## config.mk

```make
export PLATFORM = sky130hd
export DESIGN_NAME = usb_link_power_timeout_cfg
export DESIGN_NICKNAME = d
export VERILOG_FILES = /design/src/core/usb_link_cfg_pkg.sv /design/src/core/gap_timeout_timer.sv /design/src/core/usb_link_power_timeout_cfg.sv
export SDC_FILE = /design/constraint.sdc
export NUM_CORES = 1
export LEC_CHECK = 0
export BUFFER_PORTS_ARGS = -buffer_cell sky130_fd_sc_hd__buf_4
export CORE_MARGIN = 2
export CORE_UTILIZATION = 46
export DETAILED_ROUTE_END_ITERATION = 8
export PLACE_DENSITY = 0.83
export SLEW_MARGIN = 10
export SYNTH_ARGS = -nofsm -noshare
export SYNTH_HDL_FRONTEND = slang
export SYNTH_HIERARCHICAL = 1
export SYNTH_SLANG_ARGS = --single-unit
```

## constraint.sdc

```tcl
create_clock -name clk -period 2.6 [get_ports clk]
set_input_delay 0.52 -clock clk [delete_from_list [all_inputs] [get_ports clk]]
set_output_delay 0.52 -clock clk [all_outputs]
set_load 0.005 [all_outputs]
```

## src/core/usb_link_cfg_pkg.sv

```systemverilog
package usb_link_cfg_pkg;

  // Register bus geometry
  localparam int          ADDR_W          = 8;
  localparam int          DATA_W          = 32;
  localparam logic [7:0]  CFG_ONE_ADDR    = 8'h00;  // Config word
  localparam logic [7:0]  STATUS_ADDR     = 8'h04;  // Live state word

  // Field positions in the config word
  localparam int          SELF_U1_BIT     = 10;
  localparam int          HOST_U1_BIT     = 9;
  localparam int          LTM_BIT         = 8;
  localparam int          FS_TRIM_LSB     = 4;
  localparam int          TRIM_W          = 3;

  // Field positions in the status word
  localparam int          ST_BUSY_BIT     = 0;
  localparam int          ST_FS_BIT       = 1;
  localparam int          ST_IMG_BIT      = 2;
  localparam int          ST_LIMIT_LSB    = 8;

  // Built-in defaults when no image exists
  localparam logic        SELF_U1_DEF     = 1'b0;
  localparam logic        HOST_U1_DEF     = 1'b1;
  localparam logic        LTM_DEF         = 1'b0;
  localparam logic [2:0]  FS_TRIM_DEF     = 3'h0;

  // Gap timing, counted in 60 MHz PHY clocks
  localparam int          FS_BASE_BITS    = 17;  // Inside 16..18 window
  localparam int          PHY_CLK_PER_BIT = 5;   // 60 MHz over 12 Mb/s
  localparam int          LIMIT_W         = 8;
  localparam logic [7:0]  FS_BASE_CLKS    =
    8'(FS_BASE_BITS * PHY_CLK_PER_BIT);
  localparam logic [7:0]  HS_BASE_CLKS    = 8'h40;  // Plain default

  // Live configuration fields
  typedef struct packed {
    logic        self_u1_entry_allow;
    logic        host_u1_accept;
    logic        latency_tolerance_msg_on;
    logic [2:0]  fullspeed_gap_timeout_trim;
  } link_cfg_t;

  // Register port request
  typedef struct packed {
    logic [7:0]  addr;
    logic [31:0] wdata;
    logic        wr;
    logic        rd;
  } reg_req_t;

  localparam link_cfg_t CFG_DEFAULT = '{
    self_u1_entry_allow:        SELF_U1_DEF,
    host_u1_accept:             HOST_U1_DEF,
    latency_tolerance_msg_on:   LTM_DEF,
    fullspeed_gap_timeout_trim: FS_TRIM_DEF
  };

endpackage

```

## src/core/gap_timeout_timer.sv

```systemverilog
`timescale 1ns/1ps
module gap_timeout_timer
  import usb_link_cfg_pkg::*;
(
  input  wire logic                  clk,
  input  wire logic                  nrst,
  input  wire logic                  fullspeed,
  input  wire logic [TRIM_W-1:0]     fs_trim,
  input  wire logic [TRIM_W-1:0]     hs_trim,
  input  wire logic                  phy_tick,
  input  wire logic                  start,
  input  wire logic                  abort,
  output logic      [LIMIT_W-1:0]    limit_r,
  output logic                       busy_r,
  output logic                       expire_r
);

  // Base plus trim, one PHY clock per trim step
  function automatic logic [LIMIT_W-1:0] add_trim(
    input logic [LIMIT_W-1:0] base,
    input logic [TRIM_W-1:0]  trim
  );
    add_trim = base + {{(LIMIT_W-TRIM_W){1'b0}}, trim};
  endfunction

  logic [LIMIT_W-1:0] limit_nxt;  // Mode-selected limit
  logic [LIMIT_W-1:0] count_r;    // PHY clocks elapsed
  logic               hit;        // Limit reached on this tick

  // Off full speed the high-speed trim is used
  assign limit_nxt = fullspeed ? add_trim(FS_BASE_CLKS, fs_trim)
                               : add_trim(HS_BASE_CLKS, hs_trim);
  assign hit = busy_r && phy_tick && (count_r + 8'h01 >= limit_r);

  // Limit is latched so a mid-gap edit cannot shorten a running wait
  always_ff @(posedge clk) begin
    if (!nrst) begin
      limit_r  <= FS_BASE_CLKS;
      count_r  <= 8'h00;
      busy_r   <= 1'b0;
      expire_r <= 1'b0;
    end else begin
      expire_r <= hit && !abort;
      if (abort) begin
        busy_r  <= 1'b0;
      end else if (start) begin
        limit_r <= limit_nxt;
        count_r <= 8'h00;
        busy_r  <= 1'b1;
      end else if (hit) begin
        busy_r  <= 1'b0;
      end else if (busy_r && phy_tick) begin
        count_r <= count_r + 8'h01;
      end
    end
  end
endmodule

```

## src/core/usb_link_power_timeout_cfg.sv

```systemverilog
`timescale 1ns/1ps
// Behaviour
// - Self U1 entry needs bit and host feature
// - Bit 9 gates acceptance of host U1
// - The two U1 enables act independently
// - Bit 8 switches latency tolerance messaging
// - Trim 6:4 extends full-speed gap timeout
// - Each trim PHY clock adds 0.2 bits
// - Base full-speed timeout is 16-18 bits
// - Off full speed, use high-speed trim
// - Reset protect shields fields from bus and lite resets
// - Init and LTM default image else 0
// - Host U1 default image else 1
// - Full-speed trim default image else 0
// - Bus or lite reset restores image
module usb_link_power_timeout_cfg
  import usb_link_cfg_pkg::*;
(
  input  wire logic                    clk,
  input  wire logic                    nrst,
  input  wire logic [ADDR_W-1:0]       reg_addr,
  input  wire logic [DATA_W-1:0]       reg_wdata,
  input  wire logic                    reg_wr,
  input  wire logic                    reg_rd,
  output logic      [DATA_W-1:0]       reg_rdata_r,
  input  wire logic                    image_load,
  input  wire logic                    image_present,
  input  wire usb_link_cfg_pkg::link_cfg_t image_cfg,
  input  wire logic                    usb_bus_reset,
  input  wire logic                    lite_soft_reset,
  input  wire logic                    reset_protect,
  input  wire logic                    host_u1_feature_set,
  input  wire logic                    host_u1_request,
  input  wire logic                    fullspeed,
  input  wire logic [TRIM_W-1:0]       highspeed_gap_timeout_trim,
  input  wire logic                    phy_tick,
  input  wire logic                    gap_start,
  input  wire logic                    gap_abort,
  output logic                         self_u1_initiate_ok_r,
  output logic                         host_u1_accept_r,
  output logic                         host_u1_reject_r,
  output logic                         ltm_active_r,
  output logic      [TRIM_W-1:0]       fs_trim_r,
  output logic      [LIMIT_W-1:0]      gap_limit_r,
  output logic                         gap_busy_r,
  output logic                         gap_timeout_r
);

  // Pack the live fields into the config word layout
  function automatic logic [DATA_W-1:0] cfg_word(input link_cfg_t c);
    logic [DATA_W-1:0] w;
    w = 32'h0000_0000;  // Reserved bits stay zero
    w[SELF_U1_BIT] = c.self_u1_entry_allow;
    w[HOST_U1_BIT] = c.host_u1_accept;
    w[LTM_BIT]     = c.latency_tolerance_msg_on;
    w[FS_TRIM_LSB +: TRIM_W] = c.fullspeed_gap_timeout_trim;
    cfg_word = w;
  endfunction

  // Pull the writable fields out of a written word
  function automatic link_cfg_t cfg_fields(input logic [DATA_W-1:0] w);
    link_cfg_t c;
    c.self_u1_entry_allow        = w[SELF_U1_BIT];
    c.host_u1_accept             = w[HOST_U1_BIT];
    c.latency_tolerance_msg_on   = w[LTM_BIT];
    c.fullspeed_gap_timeout_trim = w[FS_TRIM_LSB +: TRIM_W];
    cfg_fields = c;
  endfunction

  reg_req_t          req;           // Bundled bus request
  link_cfg_t         cfg_r;         // Live settings
  link_cfg_t         cfg_nxt;       // Next live settings
  link_cfg_t         shadow_r;      // Image restored on resets
  link_cfg_t         shadow_nxt;    // Next image copy
  logic              img_seen_r;    // An image has been loaded
  logic              hit_cfg;       // Address decodes to config word
  logic              hit_status;    // Address decodes to status word
  logic              cfg_write;     // Software write to config
  logic              link_reset;    // Bus or lite reset this cycle
  logic              restore;       // Reset that may touch the fields
  logic [DATA_W-1:0] status_word;   // Live state view
  logic [DATA_W-1:0] rdata_nxt;     // Read data for next cycle
  logic [LIMIT_W-1:0] limit_w;      // Timer limit from child
  logic              busy_w;        // Timer running from child
  logic              expire_w;      // Timer expiry from child

  assign req = '{addr: reg_addr, wdata: reg_wdata,
                 wr: reg_wr, rd: reg_rd};

  // Address decode
  assign hit_cfg    = (req.addr == CFG_ONE_ADDR);
  assign hit_status = (req.addr == STATUS_ADDR);
  assign cfg_write  = req.wr && hit_cfg;

  // Either link reset, unless protection holds the fields
  assign link_reset = usb_bus_reset || lite_soft_reset;
  assign restore    = link_reset && !reset_protect;

  // No image present leaves the built-in defaults
  assign shadow_nxt = image_present ? image_cfg
                                    : CFG_DEFAULT;

  // Priority: image load, then reset restore, then software
  assign cfg_nxt = image_load ? shadow_nxt
                 : restore    ? shadow_r
                 : cfg_write  ? cfg_fields(req.wdata)
                 : cfg_r;

  // Status word: timer state, speed, image flag and limit
  assign status_word = {16'h0000, limit_w, 5'h00, img_seen_r,
                        fullspeed, busy_w};

  // Unmapped addresses read as zero
  assign rdata_nxt = !req.rd   ? 32'h0000_0000
                   : hit_cfg   ? cfg_word(cfg_r)
                   : hit_status ? status_word
                   : 32'h0000_0000;

  // Shadow image and live settings
  always_ff @(posedge clk) begin
    if (!nrst) begin
      shadow_r   <= CFG_DEFAULT;
      cfg_r      <= CFG_DEFAULT;
      img_seen_r <= 1'b0;
    end else begin
      cfg_r <= cfg_nxt;
      if (image_load) begin
        shadow_r   <= shadow_nxt;
        img_seen_r <= image_present;
      end
    end
  end

  // Read data stands one cycle after the strobe only
  always_ff @(posedge clk) begin
    if (!nrst) begin
      reg_rdata_r <= 32'h0000_0000;
    end else begin
      reg_rdata_r <= rdata_nxt;
    end
  end

  // Link power decisions; each enable feeds only its own path
  always_ff @(posedge clk) begin
    if (!nrst) begin
      self_u1_initiate_ok_r <= 1'b0;
      host_u1_accept_r      <= 1'b0;
      host_u1_reject_r      <= 1'b0;
      ltm_active_r          <= 1'b0;
      fs_trim_r             <= FS_TRIM_DEF;
    end else begin
      // Own U1 entry only with both local and host permission
      self_u1_initiate_ok_r <= cfg_r.self_u1_entry_allow
                               && host_u1_feature_set;
      // Host request answered from bit 9 alone
      host_u1_accept_r <= host_u1_request
                          && cfg_r.host_u1_accept;
      host_u1_reject_r <= host_u1_request
                          && !cfg_r.host_u1_accept;
      ltm_active_r     <= cfg_r.latency_tolerance_msg_on;
      fs_trim_r        <= cfg_r.fullspeed_gap_timeout_trim;
    end
  end

  // Gap timer; limit frozen at start of each wait
  gap_timeout_timer u_gap (
    .clk      (clk),
    .nrst     (nrst),
    .fullspeed(fullspeed),
    .fs_trim  (cfg_r.fullspeed_gap_timeout_trim),
    .hs_trim  (highspeed_gap_timeout_trim),
    .phy_tick (phy_tick),
    .start    (gap_start),
    .abort    (gap_abort),
    .limit_r  (limit_w),
    .busy_r   (busy_w),
    .expire_r (expire_w)
  );

  // Child outputs are flops; plain wires keep ports flop-driven
  assign gap_limit_r   = limit_w;
  assign gap_busy_r    = busy_w;
  assign gap_timeout_r = expire_w;
endmodule

```

==> results of run 1 <==
==> cell families (layout without fill, tap and decap cells) <==
logic type,after synthesis,count (layout),share of synthesized area [%]
adder cells (fa/ha/maj),7,7,3.66
other,3,21,0.471
multiplexers,2,2,0.890
buffers and inverters,38,82,10.3
flip-flops,49,49,41.0
XOR/XNOR,5,5,1.83
AO/OA/AOI/OAI,55,55,19.5
AND/OR/NAND/NOR,98,98,22.3
==> Yosys cell counts (2+ instances only) <==
master | instances | share of area (%)
a21boi_0 | 6 | 1.9
a21o_2 | 9 | 3.3
a21oi_1 | 9 | 1.9
a22o_1 | 3 | 1.1
a22o_2 | 2 | 0.84
a31oi_1 | 2 | 0.52
and2_1 | 16 | 4.2
and3_1 | 2 | 0.52
buf_4 | 23 | 7.2
buf_6 | 2 | 0.94
clkbuf_1 | 5 | 0.79
clkbuf_2 | 2 | 0.42
conb_1 | 3 | 0.47
dfxtp_1 | 49 | 41
ha_1 | 7 | 3.7
inv_1 | 6 | 0.94
nand2_1 | 33 | 5.2
nand2b_1 | 8 | 2.1
nand3_1 | 11 | 2.3
nand3b_1 | 2 | 0.63
nand4_1 | 3 | 0.79
nor2_1 | 10 | 1.6
nor3b_1 | 2 | 0.63
o211a_1 | 2 | 0.84
o211ai_1 | 3 | 0.94
o21ai_0 | 4 | 0.84
o31ai_2 | 5 | 2.6
xnor2_1 | 3 | 1.1
xor2_1 | 2 | 0.73
==> final timing paths <==
kind                       to  depth (start not counted)
max          u_gap/count_r[2]                          9
min reg2reg    reg_rdata_r[2]                          1
max reg2reg  u_gap/count_r[2]                          9
min              u_gap/busy_r                          2
==> report_power, final <==
| part | internal [mW] | switching [mW] | total [mW] |
|---|---|---|---|
| combinational | 0.0911 | 0.0835 | 0.175 |
| clock | 0.196 | 0.264 | 0.460 |
| sequential | 0.772 | 0.0167 | 0.789 |
==> per-stage QoR <==
step | power [mW] | cell area, um^2 | utilization [%] | std cells
6_report | 1.42 | 2930 | 57.7 | 389
5_1_grt | 1.50 | 2930 | 57.7 | 389
4_1_cts | 1.44 | 2930 | 57.7 | 389
3_5_place_dp | 0.982 | 2830 | 55.8 | 381
3_3_place_gp | 0.978 | 2830 | 55.8 | 381
2_1_floorplan | 0.921 | 2460 | - | 275
==> sequential cells by signal, indices dropped and copies added (netlist names), 3 cells and up <==
name           count
shadow_r           6
reg_rdata_r       14
u_gap/limit_r      5
fs_trim_r          3
u_gap/count_r      8
cfg_r              6
==> per-layer routing <==
metal	global-route usage [%]	up-vias
met5	0	-
met4	9.45	0
met3	3.91	10
met2	28.6	53
met1	20.6	865
li1	-	962
==> final cells by class <==
cell class              instances  area [um^2]
well taps                      70         87.6
multi-input cells             188         1230
clock inverters                 3         25.0
clock buffers                   5         68.8
fillers                       460         2150
flip-flops and latches         49          981
inverters                       6         22.5
repair buffers                 68          510
==> results.toml, run 1 <==
[outcome]
outcome = "completed"

[route]
routed_wl_um = 4700
met1_length_um = 2000
drc_errors = 0
viasPerCell = 4.86
top_layer_used = "met4"
wl_met3_um = 229
detail-route-antenna-nets = 0
via_count = 1890
wire_per_inst_um = 12.1
dr.pass1.iters = 7
wl_met2_um = 2340
first_iter_violations = 109

[setup_path]
crit_family = "compound AO/OA/AOI/OAI gates"
cp-startpoint = "u_gap/count_r[1]"
path_cells = "ha_1, xor2_1, ha_1, a211o_1, a31oi_1, o211a_1, o21a_4, a21oi_4, a221o_1"
r2r_slack_ns = 0.19
slowest_stage = "dfxtp_1"
cp-end-kind = "flop"
cp.required_ns = 2.80
cp_num_buf_inv = 0
cp_slowest_stage_delay_ns = 0.38
start_kind = "flop"
worst-path-max-fanout = 7
reg2reg_from = "u_gap/count_r[1]"
cp.arrival_ns = 2.61
path_class = "flop to flop"
cp_common_cell = "ha_1"

[floorplan]
core_um2 = 5070
io_pins = 113
dieWidth_um = 76.1
start_util_pct = 47.1
dieArea_um2 = 5790
rows = 26
die_h_um = 76.1

[timing]
holdWs_ns = 0.409
fin_skew_ns = 0.00554
drv_slew = 0
clock.fmax_mhz = 415
worst_slack_ns = 0.193
rsz0062_at_grt = "false"
setup_viol = 0
finalHoldViolations = 0
tns_ns = 0
finalCritPeriodShare_pct = 92.6
period_needed_ns = 2.41

[cts]
cts_resized = 0
cts_setup_buffers = 0
cts_sinks = 49
clockRootBuffer = "clkbuf_8"
insertion_delay_ns = 0.30
cts_buffers = 5
htree_levels = 2
cts_buffer_depth = 2
hold_buffers = 0
cts_tree = "built"
clkTransAtPathRegs_ns = 0.09

[logic_synthesis]
syn_area_um2 = 2390
async_flop_share_pct = 0
syn_inst = 257
synth.avg_cell_area_um2 = 9.30
synth_edf_count = 0
yosys_warnings = 6
yosys_register_bits = 49
synth_top_flop_cell = "dfxtp_1"
synth_cell_type_count = 52
seq_area_frac_synth_pct = 41.0

[power]
vdd_drop_max_mv = 0.212
p_per_area_nw_per_um2 = 486
power.leakage_nw = 1.37

[finish]
nets = 389
antenna_cells = 0
syn_to_final_growth_pct = 22.4
mostFrequentLayoutCell = "buf_4"
layout_common_cells = "68 x buf_4, 49 x dfxtp_1, 33 x nand2_1"
drive_above_1_share_pct = 32.9

[place]
pre_cts_ws_ns = 0.203
io_buffer_count = 65
routabilityCongestion = 0.784
dpl.hpwl_um = 3600

[worst_hold_path]
hp-start = "gap_abort"
hp-class = "primary input to flop"

[global_route]
grt_antenna_before_repair = 0
first_global_vias = 1756
grtUsageTotal_pct = 17.2
grt_pass1_wl_um = 8090
grt_max_degree = 34
overflow = 0

[run]
cap_violations = 0
(Power assumes the default switching activity.)
==> run 2, diff against run 1 <==
--- a/config.mk
+++ b/config.mk
@@ -6,11 +6,10 @@
 export NUM_CORES = 1
 export LEC_CHECK = 0
 export BUFFER_PORTS_ARGS = -buffer_cell sky130_fd_sc_hd__buf_4
-export CORE_MARGIN = 2
 export CORE_UTILIZATION = 46
 export DETAILED_ROUTE_END_ITERATION = 8
 export PLACE_DENSITY = 0.83
-export SLEW_MARGIN = 10
+export SLEW_MARGIN = 20
 export SYNTH_ARGS = -nofsm -noshare
 export SYNTH_HDL_FRONTEND = slang
 export SYNTH_HIERARCHICAL = 1
==> results.toml, run 2 (synthesis gave the netlist of run 1 again) <==
[cts]
htree_levels = 2
cts_setup_buffers = 0
cts_sinks = 49
clockRootBuffer = "clkbuf_8"
cts_buffers = 5
cts_buffer_depth = 2
cts_resized = 0
clkTransAtPathRegs_ns = 0.09
cts_tree = "built"
hold_buffers = 0
insertion_delay_ns = 0.30

[global_route]
grt_pass1_wl_um = 7800
grtUsageMet1_pct = 22.8
grtUsageMet3_pct = 3.52
grt_max_degree = 34
grt.met2_usage_pct = 31.9
first_global_vias = 1729
grtUsageTotal_pct = 18.9
grt_busiest_layer = "met2"
overflow = 0
grt_antenna_before_repair = 0

[setup_path]
cp-end-kind = "flop"
path_class = "flop to flop"
cp.required_ns = 2.79
cp.arrival_ns = 2.62
worst-path-max-fanout = 7
start_kind = "flop"

[timing]
tns_ns = 0
rsz0062_at_grt = "false"
fin_skew_ns = 0.00521
setup_viol = 0
max_slew.worst_pin.slew_ns = 0.527
worst_slack_ns = 0.168
finalCritPeriodShare_pct = 93.5
drv_slew = 0
period_needed_ns = 2.43
relSlewSlack_pct = 64.8
finalHoldViolations = 0
clock.fmax_mhz = 411

[route]
first_iter_violations = 105
via_count = 1924
routed_wl_um = 4930
viasPerCell = 4.98
drc_errors = 0
detail-route-antenna-nets = 0
wire_per_inst_um = 12.8
dr.pass1.iters = 4

[place]
pre_cts_ws_ns = 0.176
routabilityCongestion = 0.793
dp_cells = 378
io_buffer_count = 65
dpl.hpwl_um = 3720

[outcome]
outcome = "completed"

[run]
cap_violations = 0

[floorplan]
start_util_pct = 49.3
dieArea_um2 = 5490
rows = 25
core_um2 = 4850
io_pins = 113
die_h_um = 74.1
dieWidth_um = 74.1

[finish]
nets = 389
fill_cells = 422
drive_above_1_share_pct = 32.6
reg_top3 = "reg_rdata_r (14), u_gap/count_r (8)"
largest_reg_flops = 14
syn_to_final_growth_pct = 21.8
mostFrequentLayoutCell = "buf_4"
multi_input_area_um2 = 1230
regMostFlops = "reg_rdata_r"
register_area_um2 = 981
antenna_cells = 0
layout_common_cells = "68 x buf_4, 49 x dfxtp_1, 33 x nand2_1"
final_cells = 386

[worst_hold_path]
hp-class = "primary input to flop"

[power]
p_per_area_nw_per_um2 = 479
power.leakage_nw = 1.37
vdd_drop_max_mv = 0.242
## run 2: cell type report
| type | instances | area share, % |
|---|---|---|
| clock buffer | 6 | 2.49 |
| clock inverter | 2 | 0.344 |
| inverter | 6 | 0.774 |
| multi-input combinational | 188 | 42.3 |
| sequential | 49 | 33.7 |
| tap | 67 | 2.88 |
| timing repair buffer | 68 | 17.5 |
## run 2: power by group
group | leakage [nW] | switching, mW | internal, mW
logic | 0.924 | 0.0862 | 0.0911
clock network | 0.0450 | 0.242 | 0.187
registers | 0.399 | 0.0177 | 0.772
## run 2: critical path, stage by stage, from the launching register on
cell	delay, ns
dfxtp_1	0.38
ha_1	0.24
xor2_1	0.17
ha_1	0.26
a211o_1	0.29
a31oi_1	0.17
o211a_1	0.22
o21a_4	0.17
a21oi_4	0.09
a221o_1	0.34
## run 2: path summary, 6_finish.rpt
| path | depth (start not counted) | startpoint | slack (ns) | end |
|---|---|---|---|---|
| setup reg to reg | 9 | u_gap/count_r[1] | 0.17 | u_gap/count_r[2] |
| hold reg to reg | 2 | shadow_r[5] | 0.48 | shadow_r[5] |
| hold / removal | 2 | gap_abort | 0.41 | u_gap/busy_r |
| setup / recovery | 9 | u_gap/count_r[1] | 0.17 | u_gap/count_r[2] |
## run 2: routing by layer
| layer | vias to the layer above | wire length (um) |
|---|---|---|
| met1 | 891 | 2090 |
| met2 | 67 | 2490 |
| li1 | 955 | - |
| met4 | 0 | 133 |
| met3 | 11 | 217 |
| met5 | - | 0 |
## run 2: per-stage QoR
| step | total power, mW | util [%] | cell area, um^2 | hold slack (ns) |
|---|---|---|---|---|
| final | 1.40 | 60.1 | 2910 | 0.412 |
| after global routing | 1.46 | 60.1 | 2910 | 0.411 |
| after CTS | 1.40 | 60.1 | 2910 | 0.407 |
| after detailed placement | 0.983 | 58.3 | 2830 | 0.457 |
| after global placement | 0.979 | 58.3 | 2830 | 0.448 |
| after floorplan | 0.921 | - | 2460 | 0.421 |
